===== src/hdl/bt_consts.svh =====
// Address map, field positions and reset values for the bus transfer logic
`ifndef BT_CONSTS_SVH
`define BT_CONSTS_SVH
`define BT_AW        12
`define BT_OFF_CTRL  12'h000
`define BT_OFF_DELAY 12'h004
`define BT_OFF_STAT  12'h008
`define BT_OFF_ISTS  12'h00c
`define BT_OFF_IMSK  12'h010
`define BT_CF_ROLE_LO 0
`define BT_CF_ROLE_HI 1
`define BT_CF_RDYEN   2
`define BT_CF_AUX3    3
`define BT_CTRL_RST   4'h0
`define BT_DELAY_W    16
`define BT_DELAY_RST  16'h0100
`define BT_NEV        3
`define BT_EV_INIT    0
`define BT_EV_RDYLOST 1
`define BT_EV_CLOSE   2
`define BT_NIN        21
`endif


===== src/hdl/bt_pkg.sv =====
// Types shared by the bus transfer logic
package bt_pkg;
    typedef enum logic [1:0] {BT_ROLE_OFF, BT_ROLE_INC1, BT_ROLE_INC2, BT_ROLE_TIE} bt_role_t;
    typedef enum logic [2:0] {BT_R_CTRL, BT_R_DELAY, BT_R_STAT, BT_R_ISTS, BT_R_IMSK,
                              BT_R_NONE} bt_reg_t;
endpackage


===== src/hdl/bt_transfer.sv =====
// Bus transfer supervision: readiness, initiation, blocking and tie close
`timescale 1ns/1ns
`include "bt_consts.svh"
module bt_transfer
    import bt_pkg::*;
(
    input  wire logic                pclk,
    input  wire logic                presetn,
    input  wire logic                psel,
    input  wire logic                penable,
    input  wire logic                pwrite,
    input  wire logic [`BT_AW-1:0]   paddr,
    input  wire logic [31:0]         pwdata,
    output logic      [31:0]         prdata,
    output logic                     pready,
    output logic                     pslverr,
    input  wire logic                own_breaker_closed_contact,
    input  wire logic                own_breaker_open_contact,
    input  wire logic                own_connected,
    input  wire logic                a_closed,
    input  wire logic                a_connected,
    input  wire logic                b_closed,
    input  wire logic                b_connected,
    input  wire logic                sel_to_trip_here,
    input  wire logic                block_transfer,
    input  wire logic                transformer_lockout,
    input  wire logic                source_trip,
    input  wire logic                uv_other_source,
    input  wire logic                inst_phase_overcurrent,
    input  wire logic                inst_neutral_overcurrent,
    input  wire logic                uv_definite,
    input  wire logic                uv_inverse,
    input  wire logic                close_from_incomer,
    input  wire logic                residual_above_limit,
    input  wire logic                in_sync,
    input  wire logic                live_line_dead_bus_permit,
    input  wire logic                dead_line_or_dead_bus_permit,
    output logic                     transfer_ready,
    output logic                     aux3,
    output logic                     aux4_trip_own,
    output logic                     aux5_close_req,
    output logic                     aux6_uv_block_out,
    output logic                     aux7_sel_trip_start,
    output logic                     tie_close,
    output logic                     sync_permit,
    output logic                     irq
);

// ============================================================
// Register decode
function automatic bt_reg_t dec(input logic [`BT_AW-1:0] a);
    if (a == `BT_OFF_CTRL) begin
        dec = BT_R_CTRL;
    end else if (a == `BT_OFF_DELAY) begin
        dec = BT_R_DELAY;
    end else if (a == `BT_OFF_STAT) begin
        dec = BT_R_STAT;
    end else if (a == `BT_OFF_ISTS) begin
        dec = BT_R_ISTS;
    end else if (a == `BT_OFF_IMSK) begin
        dec = BT_R_IMSK;
    end else begin
        dec = BT_R_NONE;
    end
endfunction

logic [3:0]             ctrl_r;
logic [`BT_DELAY_W-1:0] delay_r;
logic [`BT_NEV-1:0]     ists_r;
logic [`BT_NEV-1:0]     imsk_r;
logic [`BT_NEV-1:0]     ev;
logic [`BT_NEV-1:0]     ists_nxt;
logic [`BT_NIN-1:0]     in_r;
logic [`BT_DELAY_W-1:0] hold_cnt_r;
logic                   uv_hold_r;
logic                   trip_r;
logic                   latch_r;
logic                   ready_r;
logic [7:0]             stat;
bt_role_t               role;
bt_reg_t                sel_reg;
logic                   wr_acc;
logic                   setup;

assign setup   = psel & ~penable;
assign wr_acc  = psel & penable & pwrite;
assign sel_reg = dec(paddr);
assign pready  = 1'b1;
assign pslverr = psel & penable & (sel_reg == BT_R_NONE);
assign role    = bt_role_t'(ctrl_r[`BT_CF_ROLE_HI:`BT_CF_ROLE_LO]);

// ============================================================
// Input sampling
always_ff @(posedge pclk or negedge presetn) begin
    if (!presetn) begin
        in_r <= '0;
    end else begin
        in_r <= {own_breaker_closed_contact, own_breaker_open_contact, own_connected,
                 a_closed, a_connected, b_closed, b_connected, sel_to_trip_here,
                 block_transfer, transformer_lockout, source_trip, uv_other_source,
                 inst_phase_overcurrent, inst_neutral_overcurrent, uv_definite, uv_inverse,
                 close_from_incomer, residual_above_limit, in_sync,
                 live_line_dead_bus_permit, dead_line_or_dead_bus_permit};
    end
end

logic                   s_cl;
logic                   s_op;
logic                   s_cn;
logic                   s_acl;
logic                   s_acn;
logic                   s_bcl;
logic                   s_bcn;
logic                   s_sel;
logic                   s_blk;
logic                   s_lo;
logic                   s_st;
logic                   s_uvo;
logic                   s_ocp;
logic                   s_ocn;
logic                   s_uvd;
logic                   s_uvi;
logic                   s_cfi;
logic                   s_res;
logic                   s_syn;
logic                   s_lldb;
logic                   s_dldb;
assign {s_cl, s_op, s_cn, s_acl, s_acn, s_bcl, s_bcn, s_sel, s_blk, s_lo, s_st,
        s_uvo, s_ocp, s_ocn, s_uvd, s_uvi, s_cfi, s_res, s_syn, s_lldb, s_dldb} = in_r;

// ============================================================
// Scheme logic
logic                   is_inc;
logic                   is_tie;
logic                   oc;
logic                   blocked;
logic                   ready_c;
logic                   init_c;
logic                   sel_c;
logic                   close_c;
assign is_inc = (role == BT_ROLE_INC1) | (role == BT_ROLE_INC2);
assign is_tie = (role == BT_ROLE_TIE);
assign oc     = s_ocp | s_ocn;
// On an incomer: a = other incomer, b = tie. On the tie: a = incomer 1, b = incomer 2.
assign ready_c = is_inc ? (~s_blk & ~s_bcl & s_cn & s_cl & s_acn & s_acl
                           & ~s_lo & ~s_st & ~s_uvd & ~s_uvo)
                        : (is_tie & ~s_blk & s_cn & ~s_cl & s_acl & s_bcl);
// Blocking covers connection, other-source state, fault and dip hold
assign blocked = s_blk | ~s_cn | ~s_acn | ~s_bcn | ~s_acl | oc | s_uvo | uv_hold_r;
assign init_c  = is_inc & (s_uvi | s_lo | s_st) & ~blocked & ~trip_r;
assign sel_c   = is_tie ? (s_acl & s_bcl & s_cn & s_cl & s_sel & ~s_blk)
                        : (is_inc & s_cn & s_acl & s_bcn & s_bcl & s_sel & ~s_blk);
// Residual check and line/bus permit only; the sync element has no say during a transfer
assign close_c = is_tie & latch_r & ~s_res & (s_dldb | s_lldb);

// Dip under fault holds the block until voltage stays good for the delay
always_ff @(posedge pclk or negedge presetn) begin
    if (!presetn) begin
        uv_hold_r  <= 1'b0;
        hold_cnt_r <= '0;
    end else if (s_uvd & oc) begin
        uv_hold_r  <= 1'b1;
        hold_cnt_r <= '0;
    end else if (uv_hold_r) begin
        if (s_uvd) begin
            hold_cnt_r <= '0;
        end else if (hold_cnt_r >= delay_r) begin
            uv_hold_r  <= 1'b0;
        end else begin
            hold_cnt_r <= hold_cnt_r + 1'b1;
        end
    end
end

// Trip held until the own breaker reports open
always_ff @(posedge pclk or negedge presetn) begin
    if (!presetn) begin
        trip_r <= 1'b0;
    end else if (init_c) begin
        trip_r <= 1'b1;
    end else if (s_op | ~is_inc) begin
        trip_r <= 1'b0;
    end
end

// Close request captured on the tie unit
always_ff @(posedge pclk or negedge presetn) begin
    if (!presetn) begin
        latch_r <= 1'b0;
    end else if (~is_tie | s_cl | s_blk) begin
        latch_r <= 1'b0;
    end else if (s_cfi) begin
        latch_r <= 1'b1;
    end
end

// ============================================================
// Registered outputs
always_ff @(posedge pclk or negedge presetn) begin
    if (!presetn) begin
        ready_r             <= 1'b0;
        aux3                <= 1'b0;
        aux4_trip_own       <= 1'b0;
        aux5_close_req      <= 1'b0;
        aux6_uv_block_out   <= 1'b0;
        aux7_sel_trip_start <= 1'b0;
        tie_close           <= 1'b0;
        sync_permit         <= 1'b0;
    end else begin
        ready_r             <= ready_c;
        aux3                <= ctrl_r[`BT_CF_RDYEN] ? ready_c : ctrl_r[`BT_CF_AUX3];
        // Trip pair held by trip_r until the own breaker opens; the rest fall as soon as their condition goes
        aux4_trip_own       <= init_c | (trip_r & ~s_op & is_inc);
        aux5_close_req      <= init_c | (trip_r & ~s_op & is_inc);
        aux6_uv_block_out   <= is_inc & s_uvd;
        aux7_sel_trip_start <= sel_c;
        tie_close           <= close_c;
        sync_permit         <= s_syn & ~latch_r;
    end
end
assign transfer_ready = ready_r;

// ============================================================
// Interrupts
assign ev[`BT_EV_INIT]    = init_c;
assign ev[`BT_EV_RDYLOST] = ready_r & ~ready_c;
assign ev[`BT_EV_CLOSE]   = close_c & ~tie_close;

genvar gi;
generate
    for (gi = 0; gi < `BT_NEV; gi++) begin : g_ists
        // Set wins over a same-cycle write-one-to-clear
        assign ists_nxt[gi] = ev[gi] |
                              (ists_r[gi] & ~(wr_acc & (sel_reg == BT_R_ISTS) & pwdata[gi]));
    end
endgenerate

always_ff @(posedge pclk or negedge presetn) begin
    if (!presetn) begin
        ists_r <= '0;
    end else begin
        ists_r <= ists_nxt;
    end
end

always_ff @(posedge pclk or negedge presetn) begin
    if (!presetn) begin
        irq <= 1'b0;
    end else begin
        irq <= |(ists_r & imsk_r);
    end
end

// ============================================================
// Register writes
always_ff @(posedge pclk or negedge presetn) begin
    if (!presetn) begin
        ctrl_r  <= `BT_CTRL_RST;
        delay_r <= `BT_DELAY_RST;
        imsk_r  <= '0;
    end else if (wr_acc) begin
        if (sel_reg == BT_R_CTRL) begin
            ctrl_r <= pwdata[3:0];
        end else if (sel_reg == BT_R_DELAY) begin
            delay_r <= pwdata[`BT_DELAY_W-1:0];
        end else if (sel_reg == BT_R_IMSK) begin
            imsk_r <= pwdata[`BT_NEV-1:0];
        end
    end
end

// ============================================================
// Register reads, captured in the setup cycle
assign stat = {sync_permit, tie_close, uv_hold_r, latch_r, trip_r, aux3, ready_r, blocked};

always_ff @(posedge pclk or negedge presetn) begin
    if (!presetn) begin
        prdata <= '0;
    end else if (setup & ~pwrite) begin
        if (sel_reg == BT_R_CTRL) begin
            prdata <= {28'h0000000, ctrl_r};
        end else if (sel_reg == BT_R_DELAY) begin
            prdata <= {16'h0000, delay_r};
        end else if (sel_reg == BT_R_STAT) begin
            prdata <= {24'h000000, stat};
        end else if (sel_reg == BT_R_ISTS) begin
            prdata <= {29'h00000000, ists_r};
        end else if (sel_reg == BT_R_IMSK) begin
            prdata <= {29'h00000000, imsk_r};
        end else begin
            prdata <= '0;
        end
    end
end

endmodule


===== config.mk =====
export PLATFORM = sky130hd
export DESIGN_NAME = bt_transfer
export DESIGN_NICKNAME = d
export VERILOG_FILES = /design/src/hdl/bt_pkg.sv /design/src/hdl/bt_transfer.sv
export VERILOG_INCLUDE_DIRS = /design/src /design/src/hdl
export SDC_FILE = /design/constraint.sdc
export NUM_CORES = 1
export LEC_CHECK = 0
export BUFFER_PORTS_ARGS = -buffer_cell sky130_fd_sc_hd__buf_2
export CORE_MARGIN = 2
export CORE_UTILIZATION = 50
export CTS_CLUSTER_SIZE = 16
export DETAILED_ROUTE_END_ITERATION = 7
export GPL_ROUTABILITY_DRIVEN = 0
export PLACE_DENSITY = 0.79
export SETUP_SLACK_MARGIN = 0.2
export SLEW_MARGIN = 20
export SYNTH_ARGS = -nofsm -noshare
export SYNTH_HDL_FRONTEND = slang
export SYNTH_SLANG_ARGS = --single-unit

===== constraint.sdc =====
create_clock -name pclk -period 3.2 [get_ports pclk]
set_clock_uncertainty 0.2 [all_clocks]
set_input_delay 0.64 -clock pclk [delete_from_list [all_inputs] [get_ports pclk]]
set_output_delay 0.64 -clock pclk [all_outputs]
set_load 0.05 [all_outputs]

* Word level (Yosys, flattened, before mapping)
Index checks and enable logic that the tools add are counted.
Operators by class: $add $sub $neg 1, bitwise gates (word level) 97, $lt $le $gt $ge 1, equality and inequality tests 13, reductions and logical operators 10, muxes and demuxes 25
Operator list (number):
- $mux W16 | 6
- $and A1 B1 Y1 | 50
- $not A1 Y1 | 27
- $eq A12 B4 Y1 const B | 2
- $or A1 B1 Y1 | 19
- $mux W3 | 6
- $add A16 B1 Y16 const B | 1
- $ge A16 B16 Y1 | 1
- $eq A12 B3 Y1 const B | 1
- $eq A12 B5 Y1 const B | 1
- $logic_not A12 Y1 | 1
- $mux W1 | 12
- $mux W8 | 1
- $eq A3 B2 Y1 const B | 2
- $eq A3 B3 Y1 const B | 2
- $reduce_bool A2 Y1 | 3
- $eq A2 B2 Y1 const B | 2
- $reduce_and A2 Y1 | 2
- $reduce_and A4 Y1 | 1
- $and A3 B3 Y3 | 1
- $eq A3 B1 Y1 const B | 1
- $logic_not A3 Y1 | 1
- $ne A3 B3 Y1 const B | 1
- $reduce_and A3 Y1 | 1
- 2 further kinds | 2
Storage, ports and cells: bits of input ports 70, output and inout bits 43, register bits after elaboration 106, logic and storage cells 165

* Depth between registers and ports, before layout
Gate-level depths: netlist of the first run.
depth in word-level cells 14, depth in mapped cells 10, depth with buffers taken out 8

* Worst setup path after synthesis of the first run
OpenSTA, ideal clock, no wires.
path kind input to output, start in paddr[1], end out pslverr, cell stages on the path 3, setup slack 295 ps, arrival time 2065 ps, cell sequence or4b_2 nor4_1 nor2_1
Between the ends: cells in the longest elaborated chain, start to end 8, elaborated cells on any way between the ends 12
RTL lines:
- from (decl) | line bt_transfer.sv:12 | input wire logic [`BT_AW-1:0] paddr,
- $eq A12 B5 Y1 (no line)
- $mux W1 | line bt_transfer.sv:60 | end else if (a == `BT_OFF_IMSK) begin
- $mux W3 | line bt_transfer.sv:58 | end else if (a == `BT_OFF_ISTS) begin
- $mux W3 | line bt_transfer.sv:56 | end else if (a == `BT_OFF_STAT) begin
- $mux W3 | line bt_transfer.sv:54 | end else if (a == `BT_OFF_DELAY) begin
- $mux W3 * | line bt_transfer.sv:52 | if (a == `BT_OFF_CTRL) begin
- $eq A3 B3 Y1 * | line bt_transfer.sv:89 | assign pslverr = psel & penable & (sel_reg == BT_R_NONE);
- $and A1 B1 Y1 * | line bt_transfer.sv:89
- to (decl) | line bt_transfer.sv:16 | output logic pslverr,
Mark *: on every way between the ends. The rest lies on a longest branch, timed or not.

* Worst setup path in the final report of the first run
start in paddr[10], end out pslverr
Same word-level chain as after synthesis.

==> results.sh, run 1 <==
export IMPL_num_antenna_cells=0
export IMPL_synthMuxAreaShare=0.0734
export IMPL_grt_usage=0.200
export IMPL_clockBufferDepth=2
export IMPL_dp_hpwl_um=6690
export IMPL_cts_hold_buf=0
export IMPL_antenna_found_initial=0
export IMPL_tns_ns=0
export IMPL_cap_violations=0
export IMPL_post_cts_buffers=0
export IMPL_r2r_start="delay_r[1]$_DFFE_PN0P_"
export IMPL_fin_crit_sh=0.919
export IMPL_finalMaxSlewViolations=0
export IMPL_synthXorXnorAreaFrac=0
export IMPL_cts_resized=0
export IMPL_synthTopCellsByCount="dfrtp_1, nand2_1, inv_1, o21ai_0, a21oi_1"
export IMPL_worstSetupPathType="in2out"
export IMPL_fin_area_um2=4980
export IMPL_cp_data_arrival_time_ns=2.10
export IMPL_r2r_cells=9
export IMPL_synth_top_family_by_area="simple AND/OR/NAND/NOR gates"
export IMPL_synth_cell_type_count=51
export IMPL_powerDensity_nw_per_um2=445
export IMPL_vdd_ir_drop_worst_uv=215
export IMPL_placed_area_um2=4760
export IMPL_synth_compound_area_frac=0.118
export IMPL_cts_tree="done"
export IMPL_leakagePower_nw=2.45
export IMPL_critPathMaxFanout=5
export IMPL_rows=33
export IMPL_setup_viol=0
export IMPL_synth_async_sr_flop_share=1.00
export IMPL_netlist_instances=394
export IMPL_finalCriticalPeriod_ns=2.94
export IMPL_drt_iter0_markers=254
export IMPL_cts_clk_slew_worst_paths_ns=0.09
export IMPL_hold_viol_final=0
export IMPL_ys_ff_latch=90
export IMPL_antenna_left=0
export IMPL_die_w_um=96.9
export IMPL_worstMarginPinSlew_ns=0.987
export IMPL_drive_gt1_frac=0.274
export IMPL_status="complete, no violations"
export IMPL_synthAdderAreaFrac=0.0522
export IMPL_place_port_buffers=79
export IMPL_rsz0062_at_grt="no"
export IMPL_hold_path_class="in2async"
export IMPL_die_y_um=96.9
export IMPL_grt_max_degree=50
export IMPL_start_util=0.520
export IMPL_crit_end="pslverr"
export IMPL_synthFlopType="dfrtp_1"
export IMPL_fillers=680
export IMPL_synth_most_common_cell="dfrtp_1"
export IMPL_firstDrtPassIters=6
export IMPL_cts_made_buffers=9
export IMPL_timing_rr_end="hold_cnt_r[12]$_DFFE_PN0P_"
export IMPL_synthSimpleGateAreaFrac=0.167
export IMPL_drc=0
export IMPL_cp_required_ns=2.36
export IMPL_core_um2=8300
export IMPL_root_buffer="clkbuf_8"
export IMPL_synthesis_area_um2=4310
export IMPL_synth_edf_count=0
export IMPL_synth_avg_cell_area_um2=10.9
export IMPL_cp_end_kind="primary output"
export IMPL_fin_nets=562
export IMPL_num_vias=3267
export IMPL_via_per_inst=5.60
export IMPL_synth_top_area_cell="dfrtp_1"
export IMPL_worstSetupStartpointType="input port"
export IMPL_synthTopCellsByArea="dfrtp_1, ha_1, mux2_4"
export IMPL_ys_warn_count=0
export IMPL_clk_latency_ns=0.36
export IMPL_max_freq_mhz=340
export IMPL_startpoint="paddr[10]"
export IMPL_r2r_slack_ns=0.49
export IMPL_slew_headroom=0.341
export IMPL_grt_pass1_wl_um=15200
export IMPL_routed_wl_um=8900
export IMPL_pin_count=113
export IMPL_overflow=0
export IMPL_ys_seq_area_frac=0.522
export IMPL_clock_sinks=90
export IMPL_htreeDepth=3
export IMPL_synth_top_area_frac=0.516
export IMPL_grt_pass1_vias=3227
export IMPL_dieArea_um2=9380
export IMPL_area_delta_synth_final_pct=15.4
export IMPL_avgRoutedWirePerCell_um=15.3
==> critical path, stage by stage <==
cell,delay (ns)
buf_2,0.09
or4_4,0.57
or3_4,0.43
nand3_1,0.11
nor2_1,0.04
buf_2,0.22
==> per-layer routing <==
| layer | track usage | routed length [µm] | up-vias |
|---|---|---|---|
| li1 | - | - | 1546 |
| met1 | 0.263 | 3780 | 1604 |
| met2 | 0.329 | 4530 | 105 |
| met3 | 0.0520 | 483 | 12 |
| met4 | 0.0574 | 110 | 0 |
| met5 | 0 | 0 | - |
==> cells in the final DEF, fill, tap and decap left out, drive strengths merged, types with 3 or more instances in the layout <==
| master | count |
|---|---|
| a22oi | 3 |
| a22o | 5 |
| nor2b | 3 |
| nor3 | 5 |
| or4 | 4 |
| nand4 | 5 |
| nand2b | 8 |
| and3 | 8 |
| a221oi | 6 |
| mux2 | 23 |
| o21ai | 22 |
| nor2 | 17 |
| nand3 | 11 |
| conb | 17 |
| buf | 84 |
| a211oi | 3 |
| o31ai | 12 |
| and2 | 6 |
| nor4 | 4 |
| nand2 | 28 |
| or3 | 16 |
| inv | 27 |
| a21oi | 20 |
| ha | 18 |
| dfrtp | 89 |
| clkbuf | 9 |
==> worst min path at each step <==
stage / cells past startpoint / endpoint / from / slack [ns]
2_1_floorplan: 0 / aux3$_DFF_PN0_ / presetn / 0.14
3_3_place_gp: 1 / tie_close$_DFF_PN0_ / in_r[3]$_DFF_PN0_ / 0.22
3_5_place_dp: 1 / latch_r$_DFFE_PN0P_ / in_r[12]$_DFF_PN0_ / 0.23
4_1_cts: 1 / in_r[11]$_DFF_PN0_ / presetn / 0.07
5_1_grt: 1 / in_r[19]$_DFF_PN0_ / presetn / 0.07
6_report: 1 / in_r[1]$_DFF_PN0_ / presetn / 0.05
==> cells by family (layout without fill, tap and decap cells) <==
logic type                 after synthesis  count (layout)
AOI/OAI and AO/OA                       80              80
and+or+nand+nor                        125             125
muxes                                   25              25
other                                    2              17
adders and majority gates               18              18
DFF                                     90              90
buffers and inverters                   54             123
==> power by group <==
| group | internal (mW) | switching, mW | total, mW |
|---|---|---|---|
| Sequential | 1.16 | 0.0111 | 1.17 |
| Combinational | 0.0495 | 0.144 | 0.194 |
| Clock | 0.448 | 0.402 | 0.850 |
| Total | 1.66 | 0.558 | 2.21 |
==> registers in the layout, summed over array words and instances, names as in the netlist <==
register / count
in_r: 21
delay_r: 16
hold_cnt_r: 16
prdata: 16
ctrl_r: 4
imsk_r: 3
ists_r: 3
aux3: 1
aux5_close_req: 1
aux6_uv_block_out: 1
aux7_sel_trip_start: 1
irq: 1
latch_r: 1
sync_permit: 1
tie_close: 1
transfer_ready: 1
trip_r: 1
uv_hold_r: 1
==> per-stage QoR <==
stage | total power, mW | utilization | std cells | worst slack, ns | hold slack (ns)
floorplan | 1.32 | - | 409 | 0.295 | 0.144
global placement | 1.39 | 0.573 | 568 | 0.262 | 0.215
detailed placement | 1.39 | 0.573 | 568 | 0.258 | 0.228
CTS | 2.23 | 0.600 | 583 | 0.254 | 0.0654
global route | 2.31 | 0.600 | 583 | 0.212 | 0.0737
finish | 2.21 | 0.600 | 583 | 0.258 | 0.0452
==> cell type report <==
cell class | instances | area, µm² | area share
inverter | 24 | 90.1 | 0.0181
multi-input combinational | 265 | 1830 | 0.368
clock buffer | 9 | 124 | 0.0249
clock inverter | 6 | 97.6 | 0.0196
sequential | 90 | 2250 | 0.453
timing repair buffer | 84 | 448 | 0.0900
tap | 105 | 131 | 0.0264
No activity file was read; power rests on OpenSTA's default activity.
==> run 2, diff against run 1 <==
clock period = 2.75 ns   (was 3.2 ns; I/O delays follow)
==> results.sh, run 2 (synthesis results as in run 1) <==
export IMPL_avgRoutedWirePerCell_um=15.5
export IMPL_hold_path_class="in2reg"
export IMPL_via_per_inst=5.51
export IMPL_cap_violations=0
export IMPL_vdd_ir_drop_worst_uv=274
export IMPL_clockBufferDepth=2
export IMPL_grt_usage=0.200
export IMPL_tns_ns=0
export IMPL_grt_pass1_vias=3236
export IMPL_worstMarginPinSlew_ns=1.28
export IMPL_r2r_start="hold_cnt_r[5]$_DFFE_PN0P_"
export IMPL_fillers=617
export IMPL_dieArea_um2=9380
export IMPL_holdPathStages=1
export IMPL_area_delta_synth_final_pct=23.7
export IMPL_antenna_found_initial=0
export IMPL_cts_tree="done"
export IMPL_routed_wl_um=9350
export IMPL_grt_pass1_wl_um=15200
export IMPL_largest_reg_flops=21
export IMPL_htreeDepth=3
export IMPL_r2r_cells=8
export IMPL_drc=0
export IMPL_fin_nets=583
export IMPL_min_from="transformer_lockout"
export IMPL_seq_area_um2=2250
export IMPL_cp_end_kind="primary output"
export IMPL_drt_iter0_markers=192
export IMPL_mostFrequentLayoutCells="dfrtp_1, buf_2, nand2_1"
export IMPL_hold_slack_ns=0.0738
export IMPL_cts_made_buffers=9
export IMPL_finalMaxSlewViolations=0
export IMPL_die_y_um=96.9
export IMPL_multi_input_area_um2=1990
export IMPL_rows=33
export IMPL_fin_crit_sh=0.939
export IMPL_pin_count=113
export IMPL_place_port_buffers=79
export IMPL_clock_sinks=90
export IMPL_worstSetupStartpointType="input port"
export IMPL_overflow=0
export IMPL_min_to="in_r[11]$_DFF_PN0_"
export IMPL_max_freq_mhz=387
export IMPL_grt_max_degree=37
export IMPL_cp_data_arrival_time_ns=1.83
export IMPL_finalCriticalPeriod_ns=2.58
export IMPL_rsz0062_at_grt="yes"
export IMPL_cts_clk_slew_worst_paths_ns=0.10
export IMPL_r2r_slack_ns=0.18
export IMPL_dp_hpwl_um=6520
export IMPL_firstDrtPassIters=5
export IMPL_hold_viol_final=0
export IMPL_num_vias=3336
export IMPL_status="complete, no violations"
export IMPL_core_um2=8300
export IMPL_drive_gt1_frac=0.352
export IMPL_timing_rr_end="hold_cnt_r[5]$_DFFE_PN0P_"
export IMPL_leakagePower_nw=2.60
export IMPL_root_buffer="clkbuf_8"
export IMPL_cp_required_ns=2.00
export IMPL_setup_viol=0
export IMPL_powerDensity_nw_per_um2=468
export IMPL_start_util=0.520
export IMPL_final_common_cell="dfrtp_1"
export IMPL_num_antenna_cells=0
export IMPL_regMostFlops="in_r"
export IMPL_die_w_um=96.9
export IMPL_clk_latency_ns=0.37
export IMPL_antenna_left=0
export IMPL_slew_headroom=0.146
export IMPL_critPathMaxFanout=3
export IMPL_worstSetupPathType="in2out"
[run 2: changes by cell type in the layout (fill, tap and decap cells not counted), moves of 3 or more]
cell,previous run,this run
or3_4,1,5
a21oi_1,20,14
or3_1,15,11
a21oi_2,0,6
buf_6,0,5
buf_4,5,20
buf_2,78,75
[run 2: per-stage QoR]
step | utilization | total power [mW] | instances | setup WS [ns] | area, µm²
3_5_place_dp | 0.584 | 1.62 | 577 | 0.0454 | 4850
4_1_cts | 0.625 | 2.50 | 604 | 0.139 | 5190
5_1_grt | 0.643 | 2.59 | 605 | 0.0834 | 5340
3_3_place_gp | 0.584 | 1.62 | 577 | 0.0456 | 4850
2_1_floorplan | - | 1.54 | 409 | 0.247 | 4380
6_report | 0.643 | 2.50 | 605 | 0.167 | 5340
[run 2: how the worst max path moves through the flow]
stage | start | endpoint | slack [ns]
2_1_floorplan | paddr[10] | pslverr | 0.25
3_3_place_gp | paddr[10] | pslverr | 0.05
3_5_place_dp | paddr[10] | pslverr | 0.05
4_1_cts | paddr[5] | pslverr | 0.14
5_1_grt | hold_cnt_r[5]$_DFFE_PN0P_ | hold_cnt_r[13]$_DFFE_PN0P_ | 0.08
6_report | paddr[10] | pslverr | 0.17
[run 2: layer usage]
metal,global-route usage,up-vias,wire length [µm],share of wire
li1,-,1591,-,-
met1,0.276,1626,4190,0.45
met2,0.318,105,4550,0.49
met3,0.0390,14,457,0.049
met4,0.0704,0,154,0.016
met5,0,-,0,0
[run 2: worst max-delay path, stage by stage]
cell	delay, ns
buf_6	0.09
or4_4	0.54
or3_4	0.39
nand3_2	0.07
nor2_2	0.04
buf_6	0.16
[run 2: final cells by class]
type / instances / area share
timing repair buffer: 105 / 0.126
tap: 105 / 0.0246
inverter: 24 / 0.0169
clock buffer: 9 / 0.0232
multi-input combinational: 265 / 0.373
clock inverter: 7 / 0.0138
sequential: 90 / 0.422
[run 2: report_power, final]
part	internal [mW]	switching [mW]	total (mW)
Combinational	0.0723	0.174	0.247
Clock	0.356	0.531	0.887
Sequential	1.35	0.0125	1.36
Total	1.78	0.718	2.50
[run 2: repair_timing]
action	4_1_cts	5_1_grt
endpoints found under the hold margin	34	0
pin swaps	7	30
hold buffers	1	0
resized for setup	9	31
gates cloned	1	0
setup endpoints to repair	4	18
setup buffers	9	1
